[src/hw/ssq_defs.svh]
// constants of the step/direction microstep sequencer
`ifndef SSQ_DEFS_SVH
`define SSQ_DEFS_SVH

// register byte addresses
`define SSQ_ADDR_CTRL 4'h0
`define SSQ_ADDR_STATUS 4'h4
`define SSQ_ADDR_INT_STATUS 4'h8
`define SSQ_ADDR_INT_MASK 4'hc

// control fields
`define SSQ_CTRL_RES_LSB 0
`define SSQ_CTRL_RES_MSB 3
`define SSQ_CTRL_IDX_TGL_BIT 4
`define SSQ_CTRL_RES_RST 4'h4
`define SSQ_CTRL_IDX_TGL_RST 1'b0

// status fields
`define SSQ_STAT_POS_LSB 0
`define SSQ_STAT_POS_MSB 9
`define SSQ_STAT_STST_BIT 16
`define SSQ_STAT_STBY_BIT 17

// interrupt bits
`define SSQ_INT_STST_BIT 0
`define SSQ_INT_INDEX_BIT 1
`define SSQ_INT_MASK_RST 2'h0

// resolution exponent of fullstepping (step width 256)
`define SSQ_RES_FULL 4'h8

// longest microstep spacing / standstill period, in clock cycles
`define SSQ_STST_CYCLES 1048576

// position after reset
`define SSQ_POS_RST 10'h000

// bus responses
`define SSQ_RESP_OKAY 2'h0
`define SSQ_RESP_SLVERR 2'h2

`endif

[src/hw/ssq_pkg.sv]
// types shared by the step/direction microstep sequencer
package ssq_pkg;
   typedef logic [9:0] ssq_pos_t;
   typedef logic signed [8:0] ssq_cur_t;
   typedef logic [1:0] ssq_resp_t;
   typedef logic [3:0] ssq_res_t;
endpackage

[src/hw/ssq_sine_lut.sv]
// sine/cosine lookup over 1024 positions, quarter table with interpolation
`timescale 1ns/1ps
`default_nettype none

module ssq_sine_lut (
   input wire ssq_pkg::ssq_pos_t pos,
   output ssq_pkg::ssq_cur_t sin_val,
   output ssq_pkg::ssq_cur_t cos_val
);

   // -------------------------------------------------------------
   // quarter wave, 33 knots, 255 full scale
   // -------------------------------------------------------------
   function automatic logic [7:0] knot(input logic [5:0] i);
      case (i)
         6'd0: knot = 8'h00;
         6'd1: knot = 8'h0d;
         6'd2: knot = 8'h19;
         6'd3: knot = 8'h25;
         6'd4: knot = 8'h32;
         6'd5: knot = 8'h3e;
         6'd6: knot = 8'h4a;
         6'd7: knot = 8'h56;
         6'd8: knot = 8'h62;
         6'd9: knot = 8'h6d;
         6'd10: knot = 8'h78;
         6'd11: knot = 8'h83;
         6'd12: knot = 8'h8e;
         6'd13: knot = 8'h98;
         6'd14: knot = 8'ha2;
         6'd15: knot = 8'hab;
         6'd16: knot = 8'hb4;
         6'd17: knot = 8'hbd;
         6'd18: knot = 8'hc5;
         6'd19: knot = 8'hcd;
         6'd20: knot = 8'hd4;
         6'd21: knot = 8'hdb;
         6'd22: knot = 8'he1;
         6'd23: knot = 8'he7;
         6'd24: knot = 8'hec;
         6'd25: knot = 8'hf0;
         6'd26: knot = 8'hf4;
         6'd27: knot = 8'hf7;
         6'd28: knot = 8'hfa;
         6'd29: knot = 8'hfc;
         6'd30: knot = 8'hfe;
         default: knot = 8'hff;
      endcase
   endfunction

   // magnitude of the first quadrant, x in 0..256
   function automatic logic [7:0] quarter(input logic [8:0] x);
      logic [7:0] a;
      logic [7:0] b;
      logic [10:0] d;
      a = knot(x[8:3]);
      b = knot(6'(x[8:3] + 6'd1));
      d = 11'(b - a) * 11'(x[2:0]);
      quarter = 8'(a + 8'(d >> 3));
   endfunction

   // full wave from quadrant and offset
   function automatic ssq_pkg::ssq_cur_t wave(input ssq_pkg::ssq_pos_t p);
      logic [7:0] m;
      m = p[8] ? quarter(9'h100 - 9'(p[7:0])) : quarter(9'(p[7:0]));
      wave = p[9] ? -$signed({1'b0, m}) : $signed({1'b0, m});
   endfunction

   assign sin_val = wave(pos);
   assign cos_val = wave(10'(pos + 10'h100));

endmodule // ssq_sine_lut

`default_nettype wire

[src/hw/ssq_top.sv]
// step/direction microstep sequencer with interpolation and AXI4-Lite registers
//
// The AXI4-Lite slave port and the placing of the registers were left to the implementer.
`timescale 1ns/1ps
`default_nettype none
`include "ssq_defs.svh"

// Notes on behaviour
// - only rising step edges advance the sequence
// - step and direction synchronised before use
// - 1024-entry sine table indexed by position (here a 33-knot quarter table, interpolated)
// - direction low adds width, high subtracts
// - step width doubles per coarser resolution
// - coarser resolution snaps to nearest valid position
// - valid positions are odd multiples of half-width (only a coarser snap enforces this; reset position 0 is not one)
// - interpolate each step over previous interval
// - microsteps per input step equal width
// - microstep spacing capped; longer means standstill
// - standstill starts standby if power-down selected
// - standstill flag set, cleared by next step
// - faster rate adopted; leftover microsteps skipped
// - index active at coil A zero point
// - position counter wraps modulo 1024
// - index toggles per step when configured
module ssq_top #(
   parameter int STST_LIMIT = `SSQ_STST_CYCLES
) (
   input wire logic CLK,
   input wire logic RST_N,
   input wire logic CE,
   input wire logic STEP,
   input wire logic DIR,
   input wire logic POWER_DOWN_SELECT_PIN,
   output logic INDEX,
   output logic STANDBY,
   output ssq_pkg::ssq_cur_t COIL_A,
   output ssq_pkg::ssq_cur_t COIL_B,
   output logic IRQ,
   input wire logic [3:0] S_AXI_AWADDR,
   input wire logic S_AXI_AWVALID,
   output logic S_AXI_AWREADY,
   input wire logic [31:0] S_AXI_WDATA,
   input wire logic [3:0] S_AXI_WSTRB,
   input wire logic S_AXI_WVALID,
   output logic S_AXI_WREADY,
   output logic [1:0] S_AXI_BRESP,
   output logic S_AXI_BVALID,
   input wire logic S_AXI_BREADY,
   input wire logic [3:0] S_AXI_ARADDR,
   input wire logic S_AXI_ARVALID,
   output logic S_AXI_ARREADY,
   output logic [31:0] S_AXI_RDATA,
   output logic [1:0] S_AXI_RRESP,
   output logic S_AXI_RVALID,
   input wire logic S_AXI_RREADY
);

   // -------------------------------------------------------------
   // declarations
   // -------------------------------------------------------------
   logic step_s1_q, step_s2_q, step_s3_q;
   logic dir_s1_q, dir_s2_q;
   logic step_edge;
   ssq_pkg::ssq_res_t res_q, res_prev_q, res_eff;
   logic idx_tgl_q;
   logic [1:0] int_stat_q, int_mask_q, int_set;
   ssq_pkg::ssq_pos_t pos_q, target, snapped;
   logic [8:0] rem_q, width;
   logic [9:0] width10;
   logic dir_q;
   logic [20:0] per_q, last_per_q, ivc_q, interval;
   logic tick, coarser;
   logic stst_q, stst_set;
   logic index_q, tgl_q;
   logic zero_prev_q;
   ssq_pkg::ssq_cur_t sin_w, cos_w, coil_a_q, coil_b_q;
   logic aw_have_q, w_have_q, bvalid_q, rvalid_q;
   logic [3:0] awaddr_q;
   logic [31:0] wdata_q, rdata_q;
   ssq_pkg::ssq_resp_t bresp_q, rresp_q;
   logic wr_fire;
   logic [31:0] rd_mux;
   logic rd_hit;

   // -------------------------------------------------------------
   // input synchronisers
   // -------------------------------------------------------------
   always_ff @(posedge CLK or negedge RST_N) begin
      if (!RST_N) begin
         step_s1_q <= 1'b0;
         step_s2_q <= 1'b0;
         step_s3_q <= 1'b0;
         dir_s1_q <= 1'b0;
         dir_s2_q <= 1'b0;
      end else if (CE) begin
         step_s1_q <= STEP;
         step_s2_q <= step_s1_q;
         step_s3_q <= step_s2_q;
         dir_s1_q <= DIR;
         dir_s2_q <= dir_s1_q;
      end
   end

   // falling edges are deliberately ignored
   assign step_edge = CE & step_s2_q & ~step_s3_q;

   // -------------------------------------------------------------
   // resolution, width and snapping
   // -------------------------------------------------------------
   // codes above fullstep are treated as fullstep
   assign res_eff = (res_q > `SSQ_RES_FULL) ? `SSQ_RES_FULL : res_q;
   assign width = 9'h001 << res_eff;
   assign width10 = 10'h001 << res_eff;
   assign coarser = res_eff > res_prev_q;
   // odd multiple of half width nearest to the pending target
   assign snapped = (target & ~10'(width10 - 10'h001)) | (width10 >> 1);
   // position the interpolator is heading for
   assign target = dir_q ? 10'(pos_q - 10'(rem_q)) : 10'(pos_q + 10'(rem_q));

   // -------------------------------------------------------------
   // step period measurement and standstill
   // -------------------------------------------------------------
   always_ff @(posedge CLK or negedge RST_N) begin
      if (!RST_N) begin
         per_q <= 21'h000000;
         last_per_q <= 21'h000000;
      end else if (CE) begin
         if (step_edge) begin
            per_q <= 21'h000000;
            last_per_q <= per_q;
         end else if (per_q < 21'(STST_LIMIT)) begin
            per_q <= 21'(per_q + 21'h000001);
         end
      end
   end

   // a period too long to spread is a standstill
   assign stst_set = CE & ~step_edge & ~stst_q & (per_q == 21'(STST_LIMIT - 1));

   always_ff @(posedge CLK or negedge RST_N) begin
      if (!RST_N) begin
         stst_q <= 1'b0;
      end else if (CE) begin
         if (step_edge) begin
            stst_q <= 1'b0;
         end else if (stst_set) begin
            stst_q <= 1'b1;
         end
      end
   end

   // -------------------------------------------------------------
   // microstep interpolator
   // -------------------------------------------------------------
   // spacing is period / width; width is a power of two so a shift does it
   always_comb begin
      interval = last_per_q >> res_eff;
      if (interval > 21'(STST_LIMIT)) begin
         interval = 21'(STST_LIMIT);
      end
      if (interval == 21'h000000) begin
         interval = 21'h000001;
      end
   end

   assign tick = (rem_q != 9'h000) && (21'(ivc_q + 21'h000001) >= interval);

   always_ff @(posedge CLK or negedge RST_N) begin
      if (!RST_N) begin
         pos_q <= `SSQ_POS_RST;
         rem_q <= 9'h000;
         dir_q <= 1'b0;
         ivc_q <= 21'h000000;
         res_prev_q <= `SSQ_CTRL_RES_RST;
      end else if (CE) begin
         res_prev_q <= res_eff;
         if (step_edge) begin
            // unfinished microsteps are dropped: jump to the old target
            pos_q <= coarser ? snapped : target;
            rem_q <= width;
            dir_q <= dir_s2_q;
            ivc_q <= 21'h000000;
         end else if (coarser) begin
            pos_q <= snapped;
            rem_q <= 9'h000;
            ivc_q <= 21'h000000;
         end else if (tick) begin
            // 10-bit arithmetic wraps 1023 <-> 0
            pos_q <= dir_q ? 10'(pos_q - 10'h001) : 10'(pos_q + 10'h001);
            rem_q <= 9'(rem_q - 9'h001);
            ivc_q <= 21'h000000;
         end else if (rem_q != 9'h000) begin
            ivc_q <= 21'(ivc_q + 21'h000001);
         end
      end
   end

   // -------------------------------------------------------------
   // coil currents
   // -------------------------------------------------------------
   ssq_sine_lut u_lut (
      .pos(pos_q),
      .sin_val(sin_w),
      .cos_val(cos_w)
   );

   always_ff @(posedge CLK or negedge RST_N) begin
      if (!RST_N) begin
         coil_a_q <= 9'sh000;
         coil_b_q <= 9'sh000;
      end else if (CE) begin
         coil_a_q <= sin_w;
         coil_b_q <= cos_w;
      end
   end

   // -------------------------------------------------------------
   // index output
   // -------------------------------------------------------------
   always_ff @(posedge CLK or negedge RST_N) begin
      if (!RST_N) begin
         tgl_q <= 1'b0;
         index_q <= 1'b0;
         // position resets to 0: no false zero event after reset
         zero_prev_q <= 1'b1;
      end else if (CE) begin
         if (step_edge) begin
            tgl_q <= ~tgl_q;
         end
         zero_prev_q <= (pos_q == 10'h000);
         index_q <= idx_tgl_q ? tgl_q : (pos_q == 10'h000);
      end
   end

   // -------------------------------------------------------------
   // interrupts: set wins over a same-cycle clear
   // -------------------------------------------------------------
   assign int_set[`SSQ_INT_STST_BIT] = stst_set;
   assign int_set[`SSQ_INT_INDEX_BIT] = CE & (pos_q == 10'h000) & ~zero_prev_q;

   always_ff @(posedge CLK or negedge RST_N) begin
      if (!RST_N) begin
         int_stat_q <= 2'h0;
      end else if (CE) begin
         if (wr_fire && awaddr_q == `SSQ_ADDR_INT_STATUS && wdata_q[1:0] != 2'h0) begin
            int_stat_q <= (int_stat_q & ~wdata_q[1:0]) | int_set;
         end else begin
            int_stat_q <= int_stat_q | int_set;
         end
      end
   end

   // -------------------------------------------------------------
   // AXI4-Lite write channel
   // -------------------------------------------------------------
   assign S_AXI_AWREADY = CE & ~aw_have_q & ~bvalid_q;
   assign S_AXI_WREADY = CE & ~w_have_q & ~bvalid_q;
   assign wr_fire = CE & aw_have_q & w_have_q & ~bvalid_q;

   always_ff @(posedge CLK or negedge RST_N) begin
      if (!RST_N) begin
         aw_have_q <= 1'b0;
         w_have_q <= 1'b0;
         awaddr_q <= 4'h0;
         wdata_q <= 32'h00000000;
         bvalid_q <= 1'b0;
         bresp_q <= `SSQ_RESP_OKAY;
      end else if (CE) begin
         if (S_AXI_AWVALID && S_AXI_AWREADY) begin
            aw_have_q <= 1'b1;
            awaddr_q <= {S_AXI_AWADDR[3:2], 2'b00};
         end
         if (S_AXI_WVALID && S_AXI_WREADY) begin
            w_have_q <= 1'b1;
            // only the low byte lane holds writable bits
            wdata_q <= S_AXI_WSTRB[0] ? S_AXI_WDATA : 32'h00000000;
         end
         if (wr_fire) begin
            aw_have_q <= 1'b0;
            w_have_q <= 1'b0;
            bvalid_q <= 1'b1;
            bresp_q <= (awaddr_q == `SSQ_ADDR_STATUS) ? `SSQ_RESP_SLVERR : `SSQ_RESP_OKAY;
         end else if (bvalid_q && S_AXI_BREADY) begin
            bvalid_q <= 1'b0;
         end
      end
   end

   always_ff @(posedge CLK or negedge RST_N) begin
      if (!RST_N) begin
         res_q <= `SSQ_CTRL_RES_RST;
         idx_tgl_q <= `SSQ_CTRL_IDX_TGL_RST;
         int_mask_q <= `SSQ_INT_MASK_RST;
      end else if (CE && wr_fire) begin
         if (awaddr_q == `SSQ_ADDR_CTRL) begin
            // resolution may change at any time, snapping follows a change to a coarser one
            res_q <= wdata_q[`SSQ_CTRL_RES_MSB:`SSQ_CTRL_RES_LSB];
            idx_tgl_q <= wdata_q[`SSQ_CTRL_IDX_TGL_BIT];
         end else if (awaddr_q == `SSQ_ADDR_INT_MASK) begin
            int_mask_q <= wdata_q[1:0];
         end
      end
   end

   // -------------------------------------------------------------
   // AXI4-Lite read channel
   // -------------------------------------------------------------
   always_comb begin
      rd_mux = 32'h00000000;
      rd_hit = 1'b1;
      case ({S_AXI_ARADDR[3:2], 2'b00})
         `SSQ_ADDR_CTRL: begin
            rd_mux[`SSQ_CTRL_RES_MSB:`SSQ_CTRL_RES_LSB] = res_q;
            rd_mux[`SSQ_CTRL_IDX_TGL_BIT] = idx_tgl_q;
         end
         `SSQ_ADDR_STATUS: begin
            rd_mux[`SSQ_STAT_POS_MSB:`SSQ_STAT_POS_LSB] = pos_q;
            rd_mux[`SSQ_STAT_STST_BIT] = stst_q;
            rd_mux[`SSQ_STAT_STBY_BIT] = STANDBY;
         end
         `SSQ_ADDR_INT_STATUS: rd_mux[1:0] = int_stat_q;
         `SSQ_ADDR_INT_MASK: rd_mux[1:0] = int_mask_q;
         default: rd_hit = 1'b0;
      endcase
   end

   assign S_AXI_ARREADY = CE & ~rvalid_q;

   always_ff @(posedge CLK or negedge RST_N) begin
      if (!RST_N) begin
         rvalid_q <= 1'b0;
         rdata_q <= 32'h00000000;
         rresp_q <= `SSQ_RESP_OKAY;
      end else if (CE) begin
         if (S_AXI_ARVALID && S_AXI_ARREADY) begin
            rvalid_q <= 1'b1;
            rdata_q <= rd_mux;
            rresp_q <= rd_hit ? `SSQ_RESP_OKAY : `SSQ_RESP_SLVERR;
         end else if (rvalid_q && S_AXI_RREADY) begin
            rvalid_q <= 1'b0;
         end
      end
   end

   // -------------------------------------------------------------
   // outputs
   // -------------------------------------------------------------
   assign STANDBY = stst_q & POWER_DOWN_SELECT_PIN;
   assign INDEX = index_q;
   assign COIL_A = coil_a_q;
   assign COIL_B = coil_b_q;
   assign IRQ = |(int_stat_q & int_mask_q);
   assign S_AXI_BVALID = bvalid_q;
   assign S_AXI_BRESP = bresp_q;
   assign S_AXI_RVALID = rvalid_q;
   assign S_AXI_RDATA = rdata_q;
   assign S_AXI_RRESP = rresp_q;

endmodule // ssq_top

`default_nettype wire

[config.mk]
export PLATFORM = sky130hd
export DESIGN_NAME = ssq_top
export DESIGN_NICKNAME = d
export VERILOG_FILES = /design/src/hw/ssq_pkg.sv /design/src/hw/ssq_sine_lut.sv /design/src/hw/ssq_top.sv
export VERILOG_INCLUDE_DIRS = /design/src /design/src/hw
export SDC_FILE = /design/constraint.sdc
export NUM_CORES = 1
export LEC_CHECK = 0
export BUFFER_PORTS_ARGS = -buffer_cell sky130_fd_sc_hd__buf_4
export CORE_MARGIN = 2
export CORE_UTILIZATION = 57
export DETAILED_ROUTE_END_ITERATION = 16
export PLACE_DENSITY = 0.76
export SLEW_MARGIN = 20
export SYNTH_ARGS = -nofsm -noshare
export SYNTH_HDL_FRONTEND = slang
export SYNTH_SLANG_ARGS = --single-unit
[constraint.sdc]
create_clock -name CLK -period 25.3 [get_ports CLK]
set_clock_uncertainty 0.05 [all_clocks]
set_input_delay 3.795 -clock CLK [delete_from_list [all_inputs] [get_ports CLK]]
set_output_delay 3.795 -clock CLK [all_outputs]
set_load 0.05 [all_outputs]
==> summary.txt, run 1 <==
Status
  • Outcome: finished clean

STA
  • Worst setup margin: 15510 ps
  • Slew HR: 32.6%
  • Crit share post-route: 38.7%
  • Setup violations, final: 0
  • Fmax: 102 MHz
  • Slew Viols, Final: 0
  • Actual slew at the worst max-slew pin: 1000 ps
  • Final Hold Vio Count: 0
  • Final setup TNS: 0 ps
  • Post-layout minimum cycle time: 9790 ps
  • RSZ-0062 raised after global routing: no

Worst setup path
  • R2r worst-path depth: 35
  • Internal reg-to-reg setup slack: 15510 ps
  • Critical Path Most Common Cell: ha_1
  • Reg2reg start: pos_q[1]
  • Slowest CP cell: dfrtp_1
  • Slowest stage delay, CP: 900 ps
  • Startpoint class of the critical path: flip-flop
  • Worst endpoint required time: 25530 ps
  • Worst path arrival time: 10020 ps
  • Reg-to-Reg End: COIL_A[7]
  • Kind of end point of the critical path: flip-flop
  • Type of the worst setup path: reg2reg
  • Crit-path max FO: 17

Final layout
  • Final cell count without fillers: 2174
  • Final nets: 2034
  • Diode count: 0
  • Final Cell Area: 0.0159 mm^2
  • Share of post-route cells with drive strength above 1: 10.4%
  • Area Growth Syn to Fin: 7.58%
  • Leading cell type in the layout, fill and taps excluded: nand2_1
  • Register Area: 0.00368 mm^2
  • Filler Cells Inserted: 2186
  • Most frequent cells in the layout: 304 x nand2_1, 144 x dfrtp_1, 135 x nor2_1, 129 x o21ai_0, 124 x ha_1
  • Area of the multi-input gates: 0.0103 mm^2

Run
  • MaxCap Viol Count: 0

Placed design
  • Cells after DPL: 2142
  • I/O Buffers: 59
  • DP Area: 0.0153 mm^2
  • Dpl hpwl: 27600 um
  • Post-Place Setup Slack: 15630 ps
  • RD Place Congestion: 0.916

Detailed routing
  • Metal-1 WL: 16100 um
  • Drt first pass iters: 7
  • WL per Instance: 17.4 um
  • Final ANT Viol Nets: 0
  • Routed vias: 13300
  • Top Metal Used: met4
  • 1st-iter DRT viols: 1087
  • Vias per cell: 6.14
  • Met2 routed wirelength: 18400 um
  • DRC Markers: 0
  • Met3 wire length: 1700 um
  • Routed WL: 37800 um

CTS
  • CTS resizes: 0
  • Clock-pin slew on the worst setup and hold paths: 70 ps
  • Post-CTS Setup Bufs: 0
  • Hold-fix buffers at CTS: 0
  • Skew-Pair Late Insertion Delay: 430 ps
  • CTS tree: built
  • Clock buffer count from CTS: 17
  • Clk sink count: 147
  • H-tree levels: 4
  • Clock Tree Root: clkbuf_16
  • Clock tree buffer depth: 2

Logic synthesis
  • Netlist cell types: 91
  • Cell Area, Synth: 0.0148 mm^2
  • Synth area leader: dfrtp_1
  • Most area-consuming cells after synthesis: dfrtp_1 24%, ha_1 10%, nand2_1 7.7%, o21ai_0 4.4%, xnor2_1 3.5%
  • Syn avg cell area: 8.08 um^2
  • Sequential-to-total area share from yosys stat: 24.9%
  • Top-area cell type share of the netlist area: 24.4%
  • Synth async-reset ratio: 100%
  • Number of synthesis warnings: 0
  • Synth Flop Type: dfrtp_1
  • Post-synthesis register bit count: 147
  • Synth Instances: 1829
  • EDFF count, synth: 0

Hold path
  • Hold Crit Class: reg2reg
  • Hold Path Origin: last_per_q[0]
  • Hold depth: 2
  • Hold EP: last_per_q[0]

Die
  • Core box area: 0.0253 mm^2
  • I/O pin count: 117
  • # rows: 58
  • Die Wd: 165 um
  • Initial Util: 58.4%
  • Die Y: 165 um
  • Die area: 0.0272 mm^2

Global routing
  • Total GRT Usage: 28.3%
  • Initial antenna violation count: 0
  • Global-route wire length before repair: 62400 um
  • Vias in the first global route: 13000
  • Gr ovfl total: 0
  • Maximum number of pins on one net before global-route repair: 86
[cell usage after synthesis, drive strengths merged, types with 8 or more instances]
library cell,count
a211oi,24
nor2b,30
mux2,29
o21a,15
inv,90
a31oi,12
fa,24
nand4,22
nor2,136
mux4,22
and2,10
o211ai,16
xnor2,61
clkbuf,64
nand3,69
o22ai,8
xor2,50
ha,124
a21o,15
o21ai,131
o31ai,15
nor3,55
dfrtp,144
a221oi,8
nand2b,20
or3,21
nand2,304
and3,15
mux2i,33
or2,8
a21oi,86
buf,54
[cell type report]
class / count / share of cell area [%]
multi-input cells: 1494 / 64.6
flip-flops and latches: 147 / 23.2
repair buffers: 79 / 3.75
clock buffers: 18 / 2.70
well taps: 330 / 2.60
inverters: 92 / 2.17
clock inverters: 14 / 0.999
[stage by stage]
stage | utilization (%) | hold slack (ps)
final | 62.8 | 433
after detailed placement | 60.5 | 418
after global routing | 62.8 | 453
after global placement | 60.5 | 411
after CTS | 62.8 | 435
after floorplan | - | 391
[state kept, by name, indices dropped and copies added, names as in the netlist, 2 cells and up]
name	flops
int_stat_q	2
last_per_q	21
ivc_q	21
COIL_A	9
res_prev_q	4
rem_q	9
wdata_q	5
int_mask_q	2
res_q	4
pos_q	10
per_q	21
S_AXI_RDATA	12
COIL_B	9
awaddr_q	2
[how the worst max path moves through the flow]
| stage | startpoint | endpoint | slack (ps) | cells past startpoint |
|---|---|---|---|---|
| floorplan | CE | S_AXI_ARREADY | 16540 | 4 |
| global placement | pos_q[1] | COIL_A[7] | 15800 | 35 |
| detailed placement | pos_q[1] | COIL_A[7] | 15630 | 35 |
| CTS | pos_q[1] | COIL_A[7] | 15610 | 35 |
| global route | pos_q[1] | COIL_A[7] | 14780 | 35 |
| finish | pos_q[1] | COIL_A[7] | 15510 | 35 |
[metal layers]
metal | vias up | global-route usage [%]
li1 | 6445 | -
met1 | 6421 | 35.2
met2 | 394 | 48.9
met3 | 84 | 3.65
met4 | 0 | 13.4
met5 | - | 0
[cell families (layout without fill, tap and decap cells)]
group	Yosys count	in the layout	synth area share, %
adders and majority gates	148	148	13.7
DFF	147	147	24.9
other	1	23	0.0254
and+or+nand+nor	719	719	22.6
xor gates and xnor gates	111	111	6.75
AOI/OAI and AO/OA	409	409	18.0
muxes	84	84	7.79
buffers and inverters	210	203	6.21
[worst max-delay path: cells and delay by family (launching register included)]
kind	cells	cell delay, ps
AOI/OAI and AO/OA	15	3370
adders and majority gates	7	2790
and+or+nand+nor	9	1300
DFF	1	900
buffers and inverters	3	620
xor gates and xnor gates	1	620
Power of run 1 is left out: the tool's default activity adds up to more than one toggle a clock period on the data nets, which glitch-free logic cannot reach.
==> run 2, diff against run 1 <==
CORE_UTILIZATION = 56   (was 57)
PLACE_DENSITY = 0.78   (was 0.76)
clock period = 8.55 ns   (was 25.3 ns; I/O delays follow)
==> summary.txt, run 2 (synthesized netlist as in run 1, its figures left out) <==
Status
  • Outcome: finished clean

Final layout
  • Leading cell type in the layout, fill and taps excluded: nand2_1
  • Largest regs: ivc_q: 21 flops, last_per_q: 21 flops, per_q: 21 flops
  • Share of post-route cells with drive strength above 1: 11.9%
  • Filler Cells Inserted: 2241
  • Most frequent cells in the layout: 304 x nand2_1, 144 x dfrtp_1, 133 x nor2_1, 124 x o21ai_0, 118 x ha_1
  • Area Growth Syn to Fin: 9.28%
  • Final nets: 2049
  • Diode count: 0
  • Final core utilization: 62.2%

CTS
  • Clock-pin slew on the worst setup and hold paths: 80 ps
  • CTS tree: built
  • Clock tree buffer depth: 2
  • Clock Tree Root: clkbuf_16
  • Clock buffer count from CTS: 17
  • H-tree levels: 4
  • Clk sink count: 147
  • Hold-fix buffers at CTS: 0
  • Skew-Pair Late Insertion Delay: 440 ps

Die
  • Initial Util: 56.9%
  • I/O pin count: 117
  • # rows: 59
  • Die Y: 166 um
  • Die Wd: 166 um
  • Core box area: 0.0260 mm^2
  • Die area: 0.0277 mm^2

Detailed routing
  • Final ANT Viol Nets: 0
  • Vias per cell: 6.13
  • Drt first pass iters: 6
  • Top Metal Used: met4
  • DRC Markers: 0
  • Met3 wire length: 1930 um
  • Met2 routed wirelength: 18600 um
  • Metal-1 WL: 15900 um
  • WL per Instance: 17.3 um
  • Routed vias: 13500
  • Routed WL: 37900 um
  • 1st-iter DRT viols: 1193

STA
  • Final Hold Vio Count: 0
  • Setup violations, final: 0
  • Slew Viols, Final: 0
  • Actual slew at the worst max-slew pin: 847 ps
  • Worst hold slack: 430 ps
  • Final setup TNS: 0 ps
  • Slew HR: 43.1%
  • Post-layout minimum cycle time: 8070 ps
  • Crit share post-route: 94.3%
  • Fmax: 124 MHz

Global routing
  • Vias in the first global route: 13100
  • Gr ovfl total: 0
  • Total GRT Usage: 27.7%
  • Maximum number of pins on one net before global-route repair: 81
  • Initial antenna violation count: 0
  • Global-route wire length before repair: 63900 um

Worst setup path
  • Kind of end point of the critical path: flip-flop
  • Slowest CP cell: a31oi_1
  • Worst endpoint required time: 8810 ps
  • Startpoint class of the critical path: flip-flop
  • Internal reg-to-reg setup slack: 480 ps
  • Type of the worst setup path: reg2reg
  • Crit-path max FO: 12
  • Slowest stage delay, CP: 540 ps
  • Worst path arrival time: 8330 ps

Placed design
  • RD Place Congestion: 0.916
  • I/O Buffers: 59
  • Dpl hpwl: 28000 um

Run
  • MaxCap Viol Count: 0

Hold path
  • Hold Crit Class: reg2reg
[run 2: cell types whose count changed in the layout (fill, tap and decap cells not counted), sizes merged]
cell,change
buf,+15
clkinv,+6
inv,-3
clkinvlp,-2
clkbuf,-1
[run 2: area by class of cell]
cell class | count | area [um^2] | area share [%]
repair buffers | 94 | 709 | 4.39
multi-input cells | 1494 | 10400 | 64.1
inverters | 92 | 345 | 2.14
well taps | 335 | 419 | 2.59
clock buffers | 17 | 425 | 2.63
clock inverters | 15 | 210 | 1.30
flip-flops and latches | 147 | 3680 | 22.8
[run 2: through the flow]
step                      worst slack, ps  instance area (um^2)  std cells
after floorplan                       260                 14900       1851
after global placement                290                 15400       2157
after detailed placement             62.8                 15400       2157
after CTS                            67.3                 16000       2189
after global routing                -38.4                 16200       2194
final                                 483                 16200       2194
[run 2: per-layer routing]
metal	GRT usage, %	up-vias
li1	-	6469
met1	35.1	6415
met2	47.4	460
met3	4.30	110
met4	11.2	0
met5	0	-
[run 2: final timing paths]
kind,cells after the start,startpoint,endpoint
min,2,wdata_q[4],wdata_q[4]
min in group asynchronous,1,RST_N,COIL_A[0]
min reg2reg,2,wdata_q[4],wdata_q[4]
max reg2reg,33,pos_q[5],COIL_A[8]
max,33,pos_q[5],COIL_A[8]
max in group asynchronous,2,RST_N,res_q[1]
[run 2: worst max-delay path, delay by kind of cell (launching register included)]
family / cells / cell delay (ps)
AOI/OAI and AO/OA: 11 / 2550
adders and majority gates: 6 / 2130
and+or+nand+nor: 10 / 1620
xor gates and xnor gates: 2 / 590
DFF: 1 / 380
buffers and inverters: 3 / 380
muxes: 1 / 210
[run 2: repair_timing]
| action | CTS | global route |
|---|---|---|
| pin swaps | 0 | 2 |
| resized for setup | 1 | 25 |
| buffers inserted | 0 | 5 |
| setup endpoints to repair | 1 | 8 |
Power of run 2 is left out for the same reason.
